### src/hdl/bao_pkg.sv
// Notes on behaviour
// RULE1 - four id words at 2000h..2003h
// RULE2 - id words reachable only in program mode
// RULE3 - only low seven id bits stored
// RULE4 - add literal to accumulator, update flags
// RULE5 - add accumulator and file register, flags
// RULE6 - destination bit picks accumulator or file
// RULE7 - and literal into accumulator, zero only
// RULE8 - and file register, zero flag only
// RULE9 - bit clear leaves other bits, flags
// RULE10 - bit set leaves other bits, flags
// RULE11 - test clear skips next, nop cycle
// RULE12 - carry bit7, nibble carry bit3, zero
// RULE13 - bit ops are whole-byte read-modify-write
package bao_pkg;
  // ****************************************
  // operation codes from the decoder
  // ****************************************
  typedef enum logic [2:0] {
    BAO_OP_NONE = 3'h0, // idle or other instruction
    BAO_OP_ADD_LIT = 3'h1, // add_literal_op
    BAO_OP_ADD_FILE = 3'h2, // add_file_op
    BAO_OP_AND_LIT = 3'h3, // and_literal_op
    BAO_OP_AND_FILE = 3'h4, // and_file_op
    BAO_OP_BIT_CLR = 3'h5, // bit_clear_op
    BAO_OP_BIT_SET = 3'h6, // bit_set_op
    BAO_OP_BIT_TST = 3'h7 // bit_test_skip_if_low
  } bao_op_t;

  // ****************************************
  // widths, addresses and reset values
  // ****************************************
  localparam int BAO_DATA_W = 8; // byte datapath
  localparam int BAO_FADDR_W = 7; // file address 0..127
  localparam int BAO_ID_W = 7; // stored id bits
  localparam int BAO_ID_NUM = 4; // id words
  localparam logic [13:0] BAO_ID_BASE = 14'h2000; // first id address
  localparam logic [13:0] BAO_ID_LAST = 14'h2003; // last id address
  localparam logic [7:0] BAO_ACC_RST = 8'h00; // accumulator after reset
  localparam logic [6:0] BAO_ID_RST = 7'h00; // id words after reset
  localparam int BAO_NIB_BIT = 4; // carry out of bit 3 lands here
endpackage

### src/hdl/bao_flag_calc.sv
`timescale 1ns/1ps
// ****************************************
// adder / and unit with status flags
// ****************************************
module bao_flag_calc
  import bao_pkg::*;
(
  input wire logic [7:0] acc_i,
  input wire logic [7:0] opnd_i,
  input wire logic add_i, // high adds, low ands
  output logic [7:0] res_o,
  output logic carry_o,
  output logic nib_o,
  output logic zero_o
);
  logic [8:0] sum; // full 9-bit sum
  logic [4:0] low_sum; // low nibble sum for nibble carry

  // combinational result and flags
  always_comb begin
    sum = {1'b0, acc_i} + {1'b0, opnd_i};
    low_sum = {1'b0, acc_i[3:0]} + {1'b0, opnd_i[3:0]};
    res_o = add_i ? sum[7:0] : (acc_i & opnd_i);
    carry_o = sum[8]; // see RULE12
    nib_o = low_sum[BAO_NIB_BIT]; // see RULE12
    zero_o = (res_o == 8'h00); // see RULE12
  end
endmodule

### src/hdl/bao_core.sv
`timescale 1ns/1ps
// ****************************************
// byte alu and bit-operation datapath
// ****************************************
// one instruction per valid cycle; file data arrives combinationally from
// data memory (file_rdata_i for faddr_i) and writes retire next edge.
module bao_core
  import bao_pkg::*;
(
  input wire logic clk_i,
  input wire logic rst_n_i,
  input wire logic op_valid_i, // instruction strobe
  input wire bao_op_t op_i, // operation
  input wire logic [7:0] lit_i, // literal k
  input wire logic [6:0] faddr_i, // file address f
  input wire logic dest_i, // 0 acc, 1 file
  input wire logic [2:0] bit_i, // bit index b
  input wire logic [7:0] file_rdata_i, // addressed file data
  input wire logic prog_mode_i, // programming/verify mode
  input wire logic id_we_i, // id write strobe
  input wire logic [13:0] id_addr_i, // program-space address
  input wire logic [13:0] id_wdata_i, // id write data
  output logic [6:0] file_addr_o,
  output logic file_we_o, // one-cycle write
  output logic [7:0] file_wdata_o,
  output logic [7:0] acc_o, // accumulator
  output logic carry_o,
  output logic nibble_overflow_flag_o,
  output logic zero_o,
  output logic flags_we_o, // pulse when flags were updated
  output logic skip_o, // next instruction discarded
  output logic [13:0] id_rdata_o // id read data
);
  // ****************************************
  // state
  // ****************************************
  logic [7:0] acc_q, acc_d; // accumulator
  logic c_q, c_d, dc_q, dc_d, z_q, z_d; // status bits
  logic fwe_q, fwe_d; // file write pulse
  logic [7:0] fwd_q, fwd_d; // file write data
  logic [6:0] fad_q, fad_d; // file write address
  logic flw_q, flw_d; // flag update pulse
  logic skip_q, skip_d; // discard-next marker
  logic [13:0] idr_q, idr_d; // id read port
  logic [BAO_ID_W-1:0] id_q [BAO_ID_NUM]; // id storage
  logic [BAO_ID_W-1:0] id_d [BAO_ID_NUM];

  logic [7:0] res; // alu result
  logic alu_c, alu_dc, alu_z; // alu flags
  logic is_add, is_lit; // operand steering
  logic [7:0] opnd; // second operand
  logic [7:0] bmask; // one-hot bit mask
  logic id_hit; // address within id window
  logic [1:0] id_idx; // id word index

  // operand selection
  always_comb begin
    is_add = (op_i == BAO_OP_ADD_LIT) || (op_i == BAO_OP_ADD_FILE);
    is_lit = (op_i == BAO_OP_ADD_LIT) || (op_i == BAO_OP_AND_LIT);
    opnd = is_lit ? lit_i : file_rdata_i;
    bmask = 8'h01 << bit_i;
  end

  bao_flag_calc u_calc (
    .acc_i(acc_q),
    .opnd_i(opnd),
    .add_i(is_add),
    .res_o(res),
    .carry_o(alu_c),
    .nib_o(alu_dc),
    .zero_o(alu_z)
  );

  // ****************************************
  // instruction execution
  // ****************************************
  // a skipped slot is executed as a nop: the cycle after a taken test
  // ignores whatever the decoder presents, giving the two-cycle form
  always_comb begin
    acc_d = acc_q;
    c_d = c_q;
    dc_d = dc_q;
    z_d = z_q;
    fwe_d = 1'b0;
    fwd_d = fwd_q;
    fad_d = fad_q;
    flw_d = 1'b0;
    skip_d = 1'b0;
    if (op_valid_i && !skip_q) begin
      unique case (op_i)
        BAO_OP_NONE: begin
          // nothing for this datapath
        end
        BAO_OP_ADD_LIT: begin
          acc_d = res; // see RULE4
          c_d = alu_c;
          dc_d = alu_dc;
          z_d = alu_z;
          flw_d = 1'b1;
        end
        BAO_OP_ADD_FILE, BAO_OP_AND_FILE: begin
          if (dest_i) begin // see RULE6
            fwe_d = 1'b1;
            fwd_d = res;
            fad_d = faddr_i;
          end else begin
            acc_d = res;
          end
          if (op_i == BAO_OP_ADD_FILE) begin // see RULE5
            c_d = alu_c;
            dc_d = alu_dc;
          end
          z_d = alu_z; // see RULE8
          flw_d = 1'b1;
        end
        BAO_OP_AND_LIT: begin
          acc_d = res; // see RULE7
          z_d = alu_z;
          flw_d = 1'b1;
        end
        BAO_OP_BIT_CLR: begin
          // whole byte rewritten, flags untouched
          fwe_d = 1'b1; // see RULE13
          fwd_d = file_rdata_i & ~bmask; // see RULE9
          fad_d = faddr_i;
        end
        BAO_OP_BIT_SET: begin
          fwe_d = 1'b1; // see RULE13
          fwd_d = file_rdata_i | bmask; // see RULE10
          fad_d = faddr_i;
        end
        BAO_OP_BIT_TST: begin
          skip_d = ~|(file_rdata_i & bmask); // see RULE11
        end
      endcase
    end
  end

  // ****************************************
  // identification words
  // ****************************************
  // only reachable in programming mode; core ops never touch them
  always_comb begin
    id_hit = (id_addr_i >= BAO_ID_BASE) && (id_addr_i <= BAO_ID_LAST); // see RULE1
    id_idx = id_addr_i[1:0];
    idr_d = 14'h0000;
    for (int i = 0; i < BAO_ID_NUM; i++) begin
      id_d[i] = id_q[i];
    end
    if (prog_mode_i && id_hit) begin // see RULE2
      idr_d = {7'h00, id_q[id_idx]}; // see RULE3
      if (id_we_i) begin
        id_d[id_idx] = id_wdata_i[BAO_ID_W-1:0]; // see RULE3
      end
    end
  end

  // registers
  always_ff @(posedge clk_i or negedge rst_n_i) begin
    if (!rst_n_i) begin
      acc_q <= BAO_ACC_RST;
      c_q <= 1'b0;
      dc_q <= 1'b0;
      z_q <= 1'b0;
      fwe_q <= 1'b0;
      fwd_q <= 8'h00;
      fad_q <= 7'h00;
      flw_q <= 1'b0;
      skip_q <= 1'b0;
      idr_q <= 14'h0000;
      for (int i = 0; i < BAO_ID_NUM; i++) begin
        id_q[i] <= BAO_ID_RST;
      end
    end else begin
      acc_q <= acc_d;
      c_q <= c_d;
      dc_q <= dc_d;
      z_q <= z_d;
      fwe_q <= fwe_d;
      fwd_q <= fwd_d;
      fad_q <= fad_d;
      flw_q <= flw_d;
      skip_q <= skip_d;
      idr_q <= idr_d;
      for (int i = 0; i < BAO_ID_NUM; i++) begin
        id_q[i] <= id_d[i];
      end
    end
  end

  assign acc_o = acc_q;
  assign carry_o = c_q;
  assign nibble_overflow_flag_o = dc_q;
  assign zero_o = z_q;
  assign file_we_o = fwe_q;
  assign file_wdata_o = fwd_q;
  assign file_addr_o = fad_q;
  assign flags_we_o = flw_q;
  assign skip_o = skip_q;
  assign id_rdata_o = idr_q;
endmodule

### config.mk
export PLATFORM = sky130hd
export DESIGN_NAME = bao_core
export DESIGN_NICKNAME = d
export VERILOG_FILES = /design/src/hdl/bao_pkg.sv /design/src/hdl/bao_flag_calc.sv /design/src/hdl/bao_core.sv
export SDC_FILE = /design/constraint.sdc
export NUM_CORES = 1
export LEC_CHECK = 0
export BUFFER_PORTS_ARGS = -buffer_cell sky130_fd_sc_hd__buf_2
export CAP_MARGIN = 20
export CORE_AREA = 2 2 94 119
export DETAILED_ROUTE_END_ITERATION = 16
export DIE_AREA = 0 0 96 121
export HOLD_SLACK_MARGIN = 0.03
export PLACE_DENSITY_LB_ADDON = 0.3
export SETUP_SLACK_MARGIN = 0.1
export SLEW_MARGIN = 10
export SYNTH_ARGS = -nofsm -noshare
export SYNTH_HDL_FRONTEND = slang
export SYNTH_SLANG_ARGS = --single-unit
### constraint.sdc
create_clock -name clk_i -period 2.8 [get_ports clk_i]
set_clock_uncertainty 0.15 [all_clocks]
set_input_delay 0.42 -clock clk_i [delete_from_list [all_inputs] [get_ports clk_i]]
set_output_delay 0.42 -clock clk_i [all_outputs]
set_load 0.01 [all_outputs]
# After elaboration in Yosys (flattened, before gate mapping)
# Index checks and enable logic that the tools add are counted.
# op_classes
add_sub_neg,2
order_cmp,4
n_eq_ne,10
shifts,1
n_mux,26
n_bitwise,6
reduce_logical,24
# op_table
operator,n
$mux W7,5
$mux W8,4
$bwmux W28,1
$and A8 B8 Y8,3
$pmux W8 S3,1
$pmux W8 S2,1
$bmux W7 S2,1
$demux W7 S2,1
$ge A14 B14 Y1 const B,1
$le A14 B14 Y1 const B,1
$pmux W7 S2,1
$eq A3 B3 Y1 const B,4
$reduce_and A3 Y1,4
$add A8 B8 Y9,1
$logic_not A8 Y1,1
$mux W1,8
$not A8 Y8,1
$or A8 B8 Y8,1
$reduce_or A8 Y1,1
$shl A1 B3 Y8 const A,1
$eq A3 B2 Y1 const B,2
$ne A2 B2 Y1 const B,3
$pmux W1 S2,3
$reduce_bool A2 Y1,3
other kinds (12),20
# word_totals
ff_bits,64
input_bits,63
out_inout_bits,43
elab_cells,87

# Logic depth before layout (Yosys ltp)
# Gate-level depths: netlist of the first run.
# logic_depth
depth_word,7
ltp_mapped,12
depth_no_buf,10

# Cells and area by module
# Synthesis of the first run repeated with hierarchy kept, for this count alone.
# unflattened
hier_cells,304
area_unflattened_um2,3727.3
# modules_own_cells
module,instances,cells_per_inst,area_each_um2,seq_area_each_um2
bao_core,1,234,3194.3,1601.5
bao_flag_calc,1,70,533.0,0.0

# Worst setup path after synthesis of the first run
# No wires, ideal clock.
# synth_path
path_type,in2reg
from,input op_i[0]
to,"register z_q, in the netlist zero_o"
setup_time_ns,0.066
t_arrival_ns,3.118
t_required_ns,2.584
slack_ns,-0.534
cell_stages,12
path_buffers,2
cell_sequence,buf_2 nor2b_1 clkbuf_1 mux2_2 ha_1 fa_1 a21o_1 a21oi_1 xor2_1 o21ai_0 a2111oi_1 a31o_1
# synth_between
elab_chain_cells,6
elab_cells_between_ends,13
# synth_lines
item,line_no,rtl
start: declaration,bao_core.sv:13,"input wire bao_op_t op_i,"
$eq A3 B1 Y1 or $eq A3 B2 Y1 (tied branches),"bao_core.sv:58, bao_core.sv:59, bao_core.sv:90",
$logic_or A1 B1 Y1,bao_core.sv:59,is_lit = (op_i == BAO_OP_ADD_LIT) || (op_i == BAO_OP_AND_LIT);
$mux W8,bao_core.sv:60,opnd = is_lit ? lit_i : file_rdata_i;
$add A8 B8 Y9 or $and A8 B8 Y8 (tied branches),"bao_flag_calc.sv:21, bao_flag_calc.sv:23",
$mux W8,bao_flag_calc.sv:23,res_o = add_i ? sum[7:0] : (acc_i & opnd_i);
$logic_not A8 Y1,bao_flag_calc.sv:26,zero_o = (res_o == 8'h00);
end signal: assignment,bao_core.sv:178,z_q <= z_d;
end: declaration,bao_core.sv:38,"logic c_q, c_d, dc_q, dc_d, z_q, z_d;"
# Several ways; a longest one is shown, not always the timed one.
# A chain may end at the register's enable or synchronous reset.

# Final worst setup path of the first run
# layout_path
from,input op_i[2]
to,"register z_q, in the netlist zero_o"
# The elaborated chain is that of the path after synthesis.

==> results of run 1 <==
[power by group]
part	internal [mW]	switching (mW)
registers	1.04	0.0855
clock network	0.808	0.426
logic	0.504	0.549
total	2.35	1.06
[logic make-up (layout without fill, tap and decap cells)]
logic type / Yosys count / count (layout) / share of synthesized area, %
muxes: 61 / 61 / 21.56
buffers and inverters: 26 / 142 / 3.847
and+or+nand+nor: 98 / 98 / 15.46
adders and majority gates: 9 / 9 / 3.328
DFF: 64 / 64 / 44.37
other: 1 / 7 / 0.1039
AOI/OAI and AO/OA: 56 / 56 / 9.394
xor gates and xnor gates: 8 / 8 / 1.941
[metal layers]
| layer | up-vias | share of wire, % |
|---|---|---|
| met3 | 12 | 5.2 |
| met5 | - | 0 |
| li1 | 1379 | - |
| met2 | 82 | 52 |
| met1 | 1381 | 42 |
| met4 | 0 | 1.5 |
[Yosys cell counts (2+ instances only)]
cell	number	share of area [%]
nand2_1	44	4.6
o21ai_1	4	0.55
mux2_2	34	11
xor2_1	6	1.5
clkbuf_1	7	0.73
xnor2_1	2	0.49
nor3_1	2	0.28
a21o_1	3	0.62
nand2b_1	3	0.52
nand3b_1	3	0.62
nor2b_1	12	2.1
mux2_1	10	3.1
o211ai_1	3	0.62
dfrtp_1	64	44
a211oi_1	3	0.62
buf_2	6	0.83
mux2i_1	8	2.2
buf_4	7	1.5
mux4_2	9	5.6
nand4_1	2	0.35
o21ai_0	20	2.8
a21oi_1	10	1.4
ha_1	8	2.8
nor2_1	16	1.7
a31oi_1	4	0.69
inv_1	3	0.31
nand3b_4	2	1.1
nor3b_1	3	0.62
[worst max path at each step]
stage                     cells past startpoint     from        to  slack (ns)
after floorplan                              12  op_i[0]    zero_o       -0.16
after global placement                       13  op_i[2]    zero_o       -0.44
after detailed placement                     13  op_i[0]    zero_o       -0.48
after CTS                                    12  op_i[0]    zero_o        0.11
after global routing                         12  op_i[0]  acc_o[6]        0.03
final                                        12  op_i[2]    zero_o        0.13
[registers in the layout, summed over array words and instances, names as in the netlist, 7 cells and up]
| signal | cells |
|---|---|
| file_wdata_o | 8 |
| acc_o | 8 |
| file_addr_o | 7 |
| id_rdata_o | 7 |
| id_q | 28 |
[per-stage QoR]
stage	util (%)	instances	hold slack (ns)
after floorplan	-	329	-0.02559
after global placement	42.01	560	0.3028
after detailed placement	42.01	560	0.3145
after CTS	45.70	576	0.1140
after global routing	46.00	577	0.1309
final	46.00	577	0.1305
[layout make-up]
| class | instances | area [um2] |
|---|---|---|
| timing repair buffer | 122 | 719.4 |
| multi-input combinational | 239 | 1979 |
| inverter | 4 | 15.01 |
| clock inverter | 6 | 91.34 |
| sequential | 64 | 1602 |
| tap | 132 | 165.2 |
| fill | 982 | 5647 |
| clock buffer | 10 | 239.0 |
[worst reg2reg max path, delay by kind of cell (launching register included)]
family,cells,cell delay [ns]
AOI/OAI and AO/OA,5,0.89
xor gates and xnor gates,1,0.19
adders and majority gates,2,0.55
buffers and inverters,1,0.16
DFF,1,0.42
[what timing repair did]
item | CTS | global route
pin swaps | 5 | 11
buffers inserted | 0 | 1
endpoints found under the hold margin | 28 | 0
resized for setup | 7 | 6
endpoints found under the setup margin | 3 | 5
hold buffers | 1 | 0
==> flow_summary.yaml, run 1 <==
pwr:
  power_density_mw_per_mm2: 709.8
  p_leak_nw: 2.453
  power_mw: 3.415
  peakVddDrop_mv: 0.3674
worst_setup_path:
  setup.worst_path.class: "in -> reg"
  cp_slowest_cell: "fa_2"
  rr_endpoint: "zero_o"
  critPathLaunchType: "primary input"
  path_cells: "buf_6 > nor2b_4 > mux2_4 > ha_4 > fa_2 > a21o_1 > a21oi_2 > xor2_1 > o21ai_2 > a2111oi_4 > buf_4 > a31o_1"
  cp.arrival_ns: 2.79
  required_ns: 2.92
  reg2reg_depth: 9
  crit_path_max_incr_delay_ns: 0.36
  crit_family: "compound AO/OA/AOI/OAI gates"
  crit_buf_inv: 2
  r2r_setup_slack_ns: 0.39
  crit_fanout: 4
  reg2reg_from: "acc_o[0]"
  cp-end-kind: "flop"
sta:
  worstMarginPinSlew_ns: 0.7242
  rsz0062_at_grt: "yes"
  finalSetupViolCount: 0
  slew_violations: 0
  slew_headroom_pct: 51.72
  fmax_mhz: 373.9
  fin_setup_tns_ns: 0
  setup_ws_ns: 0.1256
  post-route-period-util_pct: 95.52
  min_period_ns: 2.674
  hold_violations: 0
hold_path:
  holdPathStages: 3
  hold_start: "faddr_i[2]"
  holdCritPathClass: "in -> reg"
  hold_path_end: "file_addr_o[2]"
run:
  maxCapViolations: 0
global_routing:
  met1_usage_pct: 18.41
  grt_pass1_vias: 2865
  grt_max_degree: 37
  gr-total-overflow: 0
  track_usage_pct: 15.85
  grtUsageMet2_pct: 27.95
  grt_antenna_before_repair: 0
  grt-busiest-layer: "met2"
  grt_pass1_wl_um: 13890
  use_met3_pct: 3.975
die:
  die_area_mm2: 0.01162
  core_mm2: 0.01046
  rows: 42
  die-width_um: 96
  fp.dieH_um: 121
  ios: 106
  start_util_pct: 34.52
drt:
  drc: 0
  vias_per_cell: 4.946
  drtIter0Drc: 72
  wl_per_cell_um: 15.24
  postRouteAntennaNets: 0
  drt-total-wl_um: 8794
  num_vias: 2854
  dr.pass1.iters: 4
logic_synthesis:
  ys_seq_elements: 64
  yosys_warnings: 0
  async_flop_share_pct: 100.0
  syn_area_mm2: 0.003610
  synth_edf_count: 0
  yosysSeqAreaShare_pct: 44.37
  postSynthAreaPerCell_um2: 11.18
  syn_inst: 323
  yosysUniqueCellTypes: 53
  synthFlopType: "dfrtp_1"
clocking:
  insertion_delay_ns: 0.33
  cts-root-buf: "clkbuf_16"
  cts.sinks: 64
  clkTransAtPathRegs_ns: 0.05
  cts_tree: "done"
  cts_made_buffers: 9
  htree_levels: 3
  clk_path_buf_depth: 2
place:
  io_buffers: 91
  pre_cts_slack_ns: -0.4784
  place.gp.congestion: 0.8563
  hpwlAfterDp_um: 6678
  placed_area_mm2: 0.004393
finish:
  final_common_cell: "buf_2"
  area_growth_pct: 33.28
  final_cell_mix: "89 x buf_2, 64 x dfrtp_1, 44 x nand2_1"
  layout-drive-gt1-share_pct: 45.39
  nets: 512
  stdcell_area_mm2: 0.004811
  antennaDiodeCount: 0
status:
  status: "complete, no violations"
No activity file was read; power rests on OpenSTA's default activity.
==> inputs of run 2 (changes only) <==
==> constraint.sdc (replaced) <==
create_clock -name clk_i -period 2.8 [get_ports clk_i]
set_clock_uncertainty 0.15 [all_clocks]
set_input_delay 0.14 -clock clk_i [delete_from_list [all_inputs] [get_ports clk_i]]
set_output_delay 0.14 -clock clk_i [all_outputs]
set_load 0.01 [all_outputs]
==> run 2 against run 1 <==
Net effect: non-clock buffer count grew 6; utilization shrank 0.53 points; die area is the same; total power shrank 8.8%; sequential power is essentially flat; combinational power shrank 6%; clock power shrank 19%; fmax grew 3.2%; critical path type unchanged.
==> flow_summary.yaml, run 2 (synthesis results as in run 1) <==
finish:
  final_util_pct: 45.48
  final_cell_mix: "91 x buf_2, 64 x dfrtp_1, 44 x nand2_1"
  nets: 518
  antennaDiodeCount: 0
  final_common_cell: "buf_2"
  largest_register_ffs: 28
  area_growth_pct: 31.75
  top_register: "id_q"
  layout-drive-gt1-share_pct: 40.89
  n_fill_cell: 989
die:
  die-width_um: 96
  die_area_mm2: 0.01162
  core_mm2: 0.01046
  rows: 42
  fp.dieH_um: 121
  start_util_pct: 34.52
  ios: 106
sta:
  min_period_ns: 2.591
  worstMarginPinSlew_ns: 0.8711
  finalSetupViolCount: 0
  slew_violations: 0
  fmax_mhz: 385.9
  slew_headroom_pct: 41.93
  timing.hold.ws_ns: 0.06490
  rsz0062_at_grt: "no"
  hold_violations: 0
  post-route-period-util_pct: 92.54
drt:
  drtIter0Drc: 31
  postRouteAntennaNets: 0
  drc: 0
  dr.pass1.iters: 4
  vias_per_cell: 4.902
  drt-total-wl_um: 8967
  wl_per_cell_um: 15.41
  num_vias: 2853
clocking:
  clkTransAtPathRegs_ns: 0.05
  cts-root-buf: "clkbuf_16"
  cts.sinks: 64
  insertion_delay_ns: 0.33
  htree_levels: 3
  clk_path_buf_depth: 2
  cts_tree: "done"
  cts_made_buffers: 9
worst_setup_path:
  crit_fanout: 4
  cp-end-kind: "flop"
  required_ns: 2.87
  cp.arrival_ns: 2.66
  critPathLaunchType: "primary input"
  setup.worst_path.class: "in -> reg"
  endpoint: "acc_o[6]"
  r2r_setup_slack_ns: 0.26
  rr_endpoint: "acc_o[6]"
  startpoint: "op_i[0]"
  reg2reg_depth: 9
  reg2reg_from: "acc_o[0]"
pwr:
  power.internal_mw: 2.095
  combPwrFrac_pct: 31.8
  power_density_mw_per_mm2: 654.7
  switching_share_pct: 32.73
  clockPowerShare_pct: 32.1
  peakVddDrop_mv: 0.3896
  p_leak_nw: 2.413
  p_sw_mw: 1.019
  pwr-share-seq_pct: 36.1
status:
  status: "complete, no violations"
global_routing:
  track_usage_pct: 16.17
  grt_pass1_vias: 2815
  grt_max_degree: 34
  grt_antenna_before_repair: 0
  gr-total-overflow: 0
  grt_pass1_wl_um: 14030
run:
  maxCapViolations: 0
place:
  place.gp.congestion: 0.8663
  hpwlAfterDp_um: 6690
  io_buffers: 91
hold_path:
  holdCritPathClass: "in -> reg"
[run 2: repair_timing]
action                                  in CTS  in global routing
hold buffers                                17                  0
endpoints found under the setup margin       0                  1
endpoints found under the hold margin       68                  0
setup buffers                                0                  0
resized for setup                            0                  1
[run 2: layout make-up]
cell class | instances | area (um2) | area share, %
tap | 132 | 165.2 | 3.473
multi-input combinational | 239 | 1923 | 40.44
sequential | 64 | 1602 | 33.68
clock inverter | 6 | 37.54 | 0.7893
inverter | 4 | 15.01 | 0.3157
timing repair buffer | 128 | 788.3 | 16.57
clock buffer | 9 | 225.2 | 4.736
[run 2: metal layers]
metal | wire length, um | track usage [%] | up-vias
met5 | 0 | 0 | -
met4 | 231 | 8.036 | 0
met3 | 484 | 4.161 | 16
met2 | 4514 | 26.61 | 76
met1 | 3736 | 19.25 | 1371
li1 | - | - | 1390
[run 2: worst min-delay path by stage]
stage / from / end / slack, ns / depth (start not counted)
3_5_place_dp: rst_n_i / acc_o[0] / 0.14 / 1
4_1_cts: op_valid_i / flags_we_o / 0.07 / 3
2_1_floorplan: rst_n_i / acc_o[0] / -0.31 / 0
5_1_grt: op_valid_i / flags_we_o / 0.09 / 3
6_report: id_addr_i[4] / id_rdata_o[2] / 0.06 / 4
3_3_place_gp: rst_n_i / acc_o[0] / 0.13 / 1
[run 2: worst max-delay path, stage by stage]
cell	delay (ns)
buf_2	0.10
nor2b_1	0.12
buf_4	0.15
mux2_4	0.31
ha_4	0.17
fa_2	0.36
buf_4	0.15
a211oi_1	0.24
o21bai_1	0.14
a21oi_2	0.19
xnor2_1	0.14
a21bo_1	0.20
mux2_2	0.25
[run 2: power groups by stage]
stage                     combinational (mW)  clock (mW)  sequential, mW
final                                  0.990        1.00            1.12
after global routing                    1.11        1.07            1.14
after CTS                              0.995        1.03            1.12
after detailed placement               0.973           0            1.14
after global placement                 0.959           0            1.14
after floorplan                        0.525           0            1.18
[run 2: per-stage QoR]
step | instance area, um2 | power, mW | setup TNS, ns | setup WS [ns] | std cells
6_report | 4756 | 3.114 | 0 | 0.2088 | 582
5_1_grt | 4756 | 3.321 | 0 | 0.1192 | 582
4_1_cts | 4751 | 3.151 | 0 | 0.1241 | 582
3_5_place_dp | 4318 | 2.114 | -0.3034 | -0.2176 | 550
3_3_place_gp | 4318 | 2.095 | -0.2796 | -0.2091 | 550
2_1_floorplan | 3675 | 1.709 | 0 | 0.1107 | 329
